### src/pdc_cfg.svh
// Summary of operation
// - Halt instruction enters low-power state.
// - Halt-entered power-down never acknowledges hold, but a hold request masks its interrupt wake.
// - Halt power-down ends on reset or interrupt.
// - Hold request during non-halt enters power-down.
// - Interrupts ignored while in hold status.
// - Hold power-down ends on reset or release.
`ifndef PDC_CFG_SVH
`define PDC_CFG_SVH

// ----------------------------------------------------------------
// Interrupt input positions within the combined request vector
// ----------------------------------------------------------------
`define IRQ_TRAP_BIT 0
`define IRQ_HIGH_BIT 1
`define IRQ_MID_BIT  2
`define IRQ_LOW_BIT  3
`define IRQ_GEN_BIT  4
`define IRQ_COUNT    5

`endif

### src/pdc_pkg.sv
package pdc_pkg;
   typedef enum logic [1:0] {
      PD_RUN,
      PD_HALT,
      PD_HOLD
   } pd_state_t;
endpackage : pdc_pkg

### src/irq_accept.sv
`timescale 1ns/1ps
`default_nettype none
`include "pdc_cfg.svh"

// ----------------------------------------------------------------
// Interrupt acceptance
// ----------------------------------------------------------------
module irq_accept #(
   parameter int N = `IRQ_COUNT
) (
   // Clock and reset
   input  wire logic         mclk,
   input  wire logic         sys_rst,
   // Requests
   input  wire logic [N-1:0] irq_in,
   input  wire logic         hold_active,
   // Result
   output logic              irq_wake
);
   logic irq_wake_nxt;

   // A hold masks every interrupt, non-maskable trap included.
   always_comb begin
      irq_wake_nxt = (|irq_in) & ~hold_active;
   end

   always_ff @(posedge mclk or posedge sys_rst) begin
      if (sys_rst) begin
         irq_wake <= 1'b0;
      end else begin
         irq_wake <= irq_wake_nxt;
      end
   end
endmodule : irq_accept

`default_nettype wire

### src/cpu_power_down_control.sv
`timescale 1ns/1ps
`default_nettype none
`include "pdc_cfg.svh"

module cpu_power_down_control (
   // Clock and reset
   input  wire logic              mclk,
   input  wire logic              sys_rst,
   // Core status
   input  wire logic              halt_exec,
   // External master
   input  wire logic              hold_req,
   output var  logic              hold_ack,
   // Interrupt inputs
   input  wire logic              trap_irq,
   input  wire logic              restart_irq_high,
   input  wire logic              restart_irq_mid,
   input  wire logic              restart_irq_low,
   input  wire logic              general_irq_request,
   // Power control
   output var  logic              power_down,
   output var  logic              core_stall,
   output var  logic              halt_mode,
   output var  logic              resume_pulse,
   output var  logic              wake_irq
);
   import pdc_pkg::*;

   // ----------------------------------------------------------------
   // State
   // ----------------------------------------------------------------
   pd_state_t            state_r, state_nxt;
   logic                 hold_ack_nxt, pd_nxt, resume_nxt, wake_nxt;
   logic                 halt_nxt;
   logic [`IRQ_COUNT-1:0] irq_vec;
   logic                 irq_wake;

   // ----------------------------------------------------------------
   // Interrupt gathering
   // ----------------------------------------------------------------
   // All five sources wake the core alike; there is no priority here because
   // the vectoring happens in the core once it runs again.
   assign irq_vec[`IRQ_TRAP_BIT] = trap_irq;
   assign irq_vec[`IRQ_HIGH_BIT] = restart_irq_high;
   assign irq_vec[`IRQ_MID_BIT]  = restart_irq_mid;
   assign irq_vec[`IRQ_LOW_BIT]  = restart_irq_low;
   assign irq_vec[`IRQ_GEN_BIT]  = general_irq_request;

   // Interrupts are registered once before the state flop, so a wake lands two cycles after the pin.
   irq_accept #(.N(`IRQ_COUNT)) u_irq (
      .mclk        (mclk),
      .sys_rst     (sys_rst),
      .irq_in      (irq_vec),
      .hold_active (hold_req),
      .irq_wake    (irq_wake)
   );

   // ----------------------------------------------------------------
   // Next state
   // ----------------------------------------------------------------
   always_comb begin
      state_nxt  = state_r;
      resume_nxt = 1'b0;
      wake_nxt   = 1'b0;
      case (state_r)
         PD_RUN: begin
            // Halt is looked at first, so a halt that meets a hold is a halt.
            if (halt_exec) begin
               state_nxt = PD_HALT;
            end else if (hold_req) begin
               state_nxt = PD_HOLD;
            end
         end
         PD_HALT: begin
            // Hold changes are not looked at here at all.
            if (irq_wake) begin
               state_nxt = PD_RUN;
               wake_nxt  = 1'b1;
            end
         end
         PD_HOLD: begin
            // Core state is frozen, not cleared, so the program continues.
            if (!hold_req) begin
               state_nxt  = PD_RUN;
               resume_nxt = 1'b1;
            end
         end
         default: state_nxt = PD_RUN;
      endcase
      pd_nxt       = (state_nxt != PD_RUN);
      hold_ack_nxt = (state_nxt == PD_HOLD);
      halt_nxt     = (state_nxt == PD_HALT);
   end

   // ----------------------------------------------------------------
   // Registers
   // ----------------------------------------------------------------
   // Every output is a flop fed from the next-state decode, so the status
   // lines never glitch while the request pins settle.
   always_ff @(posedge mclk or posedge sys_rst) begin
      if (sys_rst) begin
         state_r      <= PD_RUN;
         power_down   <= 1'b0;
         core_stall   <= 1'b0;
         halt_mode    <= 1'b0;
         hold_ack     <= 1'b0;
         resume_pulse <= 1'b0;
         wake_irq     <= 1'b0;
      end else begin
         state_r      <= state_nxt;
         power_down   <= pd_nxt;
         core_stall   <= pd_nxt;
         halt_mode    <= halt_nxt;
         hold_ack     <= hold_ack_nxt;
         resume_pulse <= resume_nxt;
         wake_irq     <= wake_nxt;
      end
   end

   // ----------------------------------------------------------------
   // Checks
   // ----------------------------------------------------------------
   halt_entry_a: assert property (@(posedge mclk) disable iff (sys_rst)
      (state_r == PD_RUN && halt_exec) |=> (power_down && halt_mode))
      else $error("Halt did not enter power-down.");

   halt_holdfree_a: assert property (@(posedge mclk) disable iff (sys_rst)
      (state_r == PD_HALT && !irq_wake) |=> halt_mode)
      else $error("Halt power-down left without interrupt.");

   halt_irq_exit_a: assert property (@(posedge mclk) disable iff (sys_rst)
      (state_r == PD_HALT && irq_wake) |=> (!power_down && wake_irq))
      else $error("Interrupt did not release halt power-down.");

   hold_entry_a: assert property (@(posedge mclk) disable iff (sys_rst)
      (state_r == PD_RUN && !halt_exec && hold_req) |=> (power_down && hold_ack))
      else $error("Hold did not enter power-down.");

   hold_no_irq_a: assert property (@(posedge mclk) disable iff (sys_rst)
      (state_r == PD_HOLD && hold_req) |=> (hold_ack && !wake_irq))
      else $error("Hold power-down released while hold still asserted.");

   hold_release_a: assert property (@(posedge mclk) disable iff (sys_rst)
      (state_r == PD_HOLD && !hold_req) |=> (!power_down && !hold_ack))
      else $error("Hold removal did not release power-down.");

   resume_pulse_a: assert property (@(posedge mclk) disable iff (sys_rst)
      resume_pulse |-> ($past(hold_ack) && !core_stall))
      else $error("Resume without preceding hold power-down.");

   stall_match_a: assert property (@(posedge mclk) disable iff (sys_rst)
      core_stall == power_down)
      else $error("Core stall disagrees with power-down.");

   // ----------------------------------------------------------------
   // Entry checks
   // ----------------------------------------------------------------
   // A halt and a hold taken on the same edge must settle on the halt mode.
   halt_priority_a: assert property (@(posedge mclk) disable iff (sys_rst)
      (state_r == PD_RUN && halt_exec && hold_req) |=> (halt_mode && !hold_ack))
      else $error("Hold took priority over a halt.");

   pd_rise_cause_a: assert property (@(posedge mclk) disable iff (sys_rst)
      $rose(power_down) |-> ($past(halt_exec) || $past(hold_req)))
      else $error("Power-down began without halt or hold.");

   run_idle_a: assert property (@(posedge mclk) disable iff (sys_rst)
      (state_r == PD_RUN && !halt_exec && !hold_req) |=> !power_down)
      else $error("Power-down began while idle.");

   // ----------------------------------------------------------------
   // Exit checks
   // ----------------------------------------------------------------
   // The mask sits before the interrupt register, so a request seen while
   // hold was up can never wake a halted core one cycle later.
   halt_irq_mask_a: assert property (@(posedge mclk) disable iff (sys_rst)
      (state_r == PD_HALT && $past(hold_req)) |=> halt_mode)
      else $error("Interrupt released halt during hold.");

   halt_no_ack_a: assert property (@(posedge mclk) disable iff (sys_rst)
      (state_r == PD_HALT && hold_req) |=> !hold_ack)
      else $error("Hold acknowledged during halt power-down.");

   wake_source_a: assert property (@(posedge mclk) disable iff (sys_rst)
      wake_irq |-> ($past(halt_mode) && !power_down))
      else $error("Wake pulse outside a halt exit.");

   wake_needs_irq_a: assert property (@(posedge mclk) disable iff (sys_rst)
      wake_irq |-> $past(irq_wake))
      else $error("Wake pulse without an accepted interrupt.");

   pd_exit_cause_a: assert property (@(posedge mclk) disable iff (sys_rst)
      $fell(power_down) |-> (wake_irq || resume_pulse))
      else $error("Power-down ended without interrupt or hold removal.");

   // ----------------------------------------------------------------
   // Mode output checks
   // ----------------------------------------------------------------
   // The two modes exclude each other and both pulses last one cycle.
   hold_ack_pd_a: assert property (@(posedge mclk) disable iff (sys_rst)
      hold_ack |-> (power_down && !halt_mode))
      else $error("Hold acknowledge outside hold power-down.");

   halt_mode_pd_a: assert property (@(posedge mclk) disable iff (sys_rst)
      halt_mode |-> (power_down && !hold_ack))
      else $error("Halt mode outside halt power-down.");

   wake_once_a: assert property (@(posedge mclk) disable iff (sys_rst)
      wake_irq |=> !wake_irq)
      else $error("Wake pulse longer than one cycle.");

   resume_once_a: assert property (@(posedge mclk) disable iff (sys_rst)
      resume_pulse |=> !resume_pulse)
      else $error("Resume pulse longer than one cycle.");
endmodule : cpu_power_down_control

`default_nettype wire

### config.mk
export PLATFORM = sky130hd
export DESIGN_NAME = cpu_power_down_control
export DESIGN_NICKNAME = d
export VERILOG_FILES = /design/src/pdc_pkg.sv /design/src/irq_accept.sv /design/src/cpu_power_down_control.sv
export VERILOG_INCLUDE_DIRS = /design/src /design/src/src
export SDC_FILE = /design/constraint.sdc
export NUM_CORES = 1
export LEC_CHECK = 0
export BUFFER_PORTS_ARGS = -buffer_cell sky130_fd_sc_hd__buf_4
export CORE_AREA = 2 2 39 41
export DETAILED_ROUTE_END_ITERATION = 10
export DIE_AREA = 0 0 41 43
export GPL_TIMING_DRIVEN = 0
export PLACE_DENSITY = 0.45
export SLEW_MARGIN = 20
export SYNTH_ARGS = -nofsm -noshare
export SYNTH_HDL_FRONTEND = slang
export SYNTH_SLANG_ARGS = --single-unit
### constraint.sdc
create_clock -name mclk -period 1.7 [get_ports mclk]
set_input_delay 0.17 -clock mclk [delete_from_list [all_inputs] [get_ports mclk]]
set_output_delay 0.17 -clock mclk [all_outputs]
set_load 0.05 [all_outputs]
* Word-level counts from Yosys, hierarchy flattened
Cells that the tools add are included. W data, S select, Z words.
Cells by class: equality and inequality tests 4, mux-type cells 9, bitwise gates (word level) 2, reductions and logical operators 3
Operator list (number):
- $mux W2 | 4
- $pmux W2 S3 | 1
- $reduce_or A5 Y1 | 1
- $eq A2 B1 Y1 const B | 2
- $eq A2 B2 Y1 const B | 2
- $mux W1 | 4
- $logic_not A2 Y1 | 1
- $reduce_bool A2 Y1 | 1
- $and A1 B1 Y1 | 1
- $not A1 Y1 | 1
Word-level totals: register bits 8, bits of input ports 9, output and inout port bits 6, word-level logic and storage cells 25

* Longest topological paths before layout
word-level depth 4, gate-level depth with buffers 3, gate-level depth less buffers 3

* Hierarchy
Synthesis repeated with hierarchy kept, for this count alone.
Second synthesis, totals: cell total of the unflattened synthesis 26, area total of the unflattened synthesis 307.8 sq um
Modules (own cells, without submodules):
- cpu_power_down_control | times used 1, cells an instance 21, area an instance 265.3 sq um
- irq_accept | times used 1, cells an instance 5, area an instance 42.5 sq um

* Least setup slack after synthesis
No wires, ideal clock.
kind flip-flop to output port, start register core_stall (netlist name), end output power_down, arrival time 0.886 ns, setup slack 0.644 ns, cell stages (with the launch flop) 2, cell sequence dfrtp_1 buf_4
RTL lines:
- end, declared | line cpu_power_down_control.sv:21 | output var logic power_down,

==> summary.md <==
| Metric | Value |
|---|---|
| Outcome | `finished clean` |
| Post-CTS resize count | `0` |
| CP required | `1530 ps` |
| Initial core utilization | `22.0%` |
| Synth Register Bits | `8` |
| Setup repair after global routing missed its margin | `no` |
| Clk buf depth | `2` |
| Cells after Synth | `25` |
| Setup violations, final | `0` |
| Worst R2R Setup Slack | `820 ps` |
| # rows | `14` |
| Die area | `1760 sq um` |
| Clock Sinks | `8` |
| Antenna Cells | `0` |
| Peak VDD IR | `0.000377 V` |
| Worst Min Path Start | `hold_req` |
| Sequential-to-total area share from yosys stat | `65.8%` |
| CTS Buf Count | `3` |
| Largest net degree at the start of global routing | `9` |
| Placed Area | `429 sq um` |
| Critical path's largest stage delay | `370 ps` |
| CP most frequent cell | `buf_4` |
| WL final | `540 um` |
| Die Width | `41 um` |
| Clk slew on worst S/H paths | `50 ps` |
| Worst r2r path cells | `3` |
| Root buf cell | `clkbuf_4` |
| Post-Syn Nets | `34` |
| Setup crit start kind | `flip-flop` |
| Nets@finish | `54` |
| Yosys Warn Count | `0` |
| IO Port Bufs | `14` |
| Placeable core area | `1380 sq um` |
| End of the worst hold path | `u_irq.irq_wake$_DFF_PP0_` |
| Vias per cell | `3.97` |
| Power Density | `1220 nW/um^2` |
| Global-route wire length before repair | `890 um` |
| Total gr overflow | `0` |
| Clock insertion delay at the later pin of the skew report | `250 ps` |
| Measured slew at the worst slew-check pin | `305 ps` |
| Critical Path Slowest Stage Cell | `dfrtp_1` |
| Fraction of final layout cells sized beyond drive strength 1 | `46.5%` |
| H-tree Lvls | `1` |
| Hold path cells | `2` |
| Post-DRT Antenna Nets | `0` |
| Final Cycle Share | `64.2%` |
| Hold Path Class | `input port to flip-flop` |
| Slew Limit Fails | `0` |
| DR WL/cell | `9.15 um` |
| Tot GR Track Use | `8.72%` |
| Initial detailed-routing violation count | `5` |
| Post-Syn Area per Cell | `12.2 sq um` |
| Setup TNS Final | `0 ps` |
| Layout area overhead | `51.9%` |
| Cells along the critical path | `buf_4, buf_4` |
| Crit path DAT | `920 ps` |
| Antenna violations before repair | `0` |
| Max Freq | `916 MHz` |
| CTS tree | `built` |
| Die Y | `43 um` |
| Worst R2R End | `core_stall$_DFF_PP0_` |
| CP endpoint kind | `output pin` |
| Cell area after layout | `462 sq um` |
| Distinct cells, synth | `13` |
| Static leakage | `0.000245 uW` |
| Maxcap violations | `0` |
| Vias post-DR | `234` |
| DRC | `0` |
| Final Wtd Congestion | `0.735` |
| Vias in the first global route | `219` |
| Final Hold Viols | `0` |
| Critical Path Fanout Max | `2` |
| Tmin final | `1090 ps` |
| Max_slew headroom | `79.7%` |
| CP Class | `flip-flop to output pin` |
| Post-Syn Area | `304 sq um` |
| Layout Skew | `0.689 ps` |
| R2R Path Start | `state_r[0]$_DFF_PP0_` |
| I/O Pins | `15` |
| DRT Pass-1 Iters | `2` |
[layout by cell type, fill, tap and decap left out]
cell type	count
nand2b_1	2
a21oi_1	2
clkbuf_4	3
nand2_1	1
nor3_1	1
and3_1	2
nor2_1	2
nand2b_4	1
buf_4	15
nor3b_1	1
dfrtp_1	8
dlygate4sd3_1	1
inv_1	2
a21oi_2	1
a21o_1	1
[flip-flops by register name, summed over array words and instances (netlist names)]
register and count:
u_irq.irq_wake 1, wake_irq 1, state_r 2, resume_pulse 1
halt_mode 1, core_stall 1, hold_ack 1
[cell families after synthesis]
group,synth area share [%]
AO/OA/AOI/OAI,8.64
AND/OR/NAND/NOR,20.6
flip-flops,65.8
buffers and inverters,4.94
[power breakdown]
group          internal, uW  switching, uW  leakage [uW]  total (uW)
registers               217           15.5      0.000101         232
logic                  71.1            116      0.000130         188
clock network          80.5           60.8     0.0000138         141
total                   368            193      0.000245         561
[synth_stat cells (all sizes together)]
library cell,instances,share of area [%]
nor3,1,1.6
dfrtp,8,66
nor3b,1,2.5
and3,2,4.1
a21o,1,2.5
a21oi,3,6.2
nor2,2,2.5
buf,1,2.5
inv,2,2.5
nand2,1,1.2
nand2b,3,8.6
[how the worst max path moves through the flow]
stage	start	endpoint	slack, ps	depth (start not counted)
2_1_floorplan	core_stall$_DFF_PP0_	power_down	640	1
3_3_place_gp	state_r[0]$_DFF_PP0_	core_stall$_DFF_PP0_	830	3
3_5_place_dp	state_r[0]$_DFF_PP0_	core_stall$_DFF_PP0_	830	3
4_1_cts	core_stall$_DFF_PP0_	power_down	590	2
5_1_grt	core_stall$_DFF_PP0_	power_down	560	2
6_report	core_stall$_DFF_PP0_	power_down	610	2
[stage by stage]
stage          hold WS, ps  total power, uW  std cells  util, %  worst slack [ps]
6_report               112              561         59     33.4               609
5_1_grt                117              595         59     33.4               560
3_5_place_dp           144              422         55     31.0               829
3_3_place_gp           134              421         55     31.0               834
2_1_floorplan        -14.3              362         25        -               644
4_1_cts                106              571         59     33.4               594
[routing by layer]
layer  track usage, %  share of wire, %  up-vias
met5                0                 0        -
met1             8.97                39       99
met2             10.9                44       14
met3             4.71                11        4
li1                 -                 -      117
met4             10.0               5.7        0
[worst max-delay path: cells and delay by family (launching register included)]
family                 cells  cell delay, ps
DFF                        1             370
buffers and inverters      2             310
[final cells by class]
class / count / area, sq um
timing repair buffer: 15 / 115
clock buffer: 3 / 22.5
buffer: 1 / 7.51
fill: 149 / 922
tap: 16 / 20.0
multi-input combinational: 14 / 88.8
inverter: 2 / 7.51
sequential: 8 / 200
[repair_timing]
action | in CTS | in global routing
hold endpoints to repair | 8 | 0
setup endpoints to repair | 0 | 0
hold buffers | 1 | 0
buffers inserted | 0 | 0
Power figures use the tool's default switching activity.
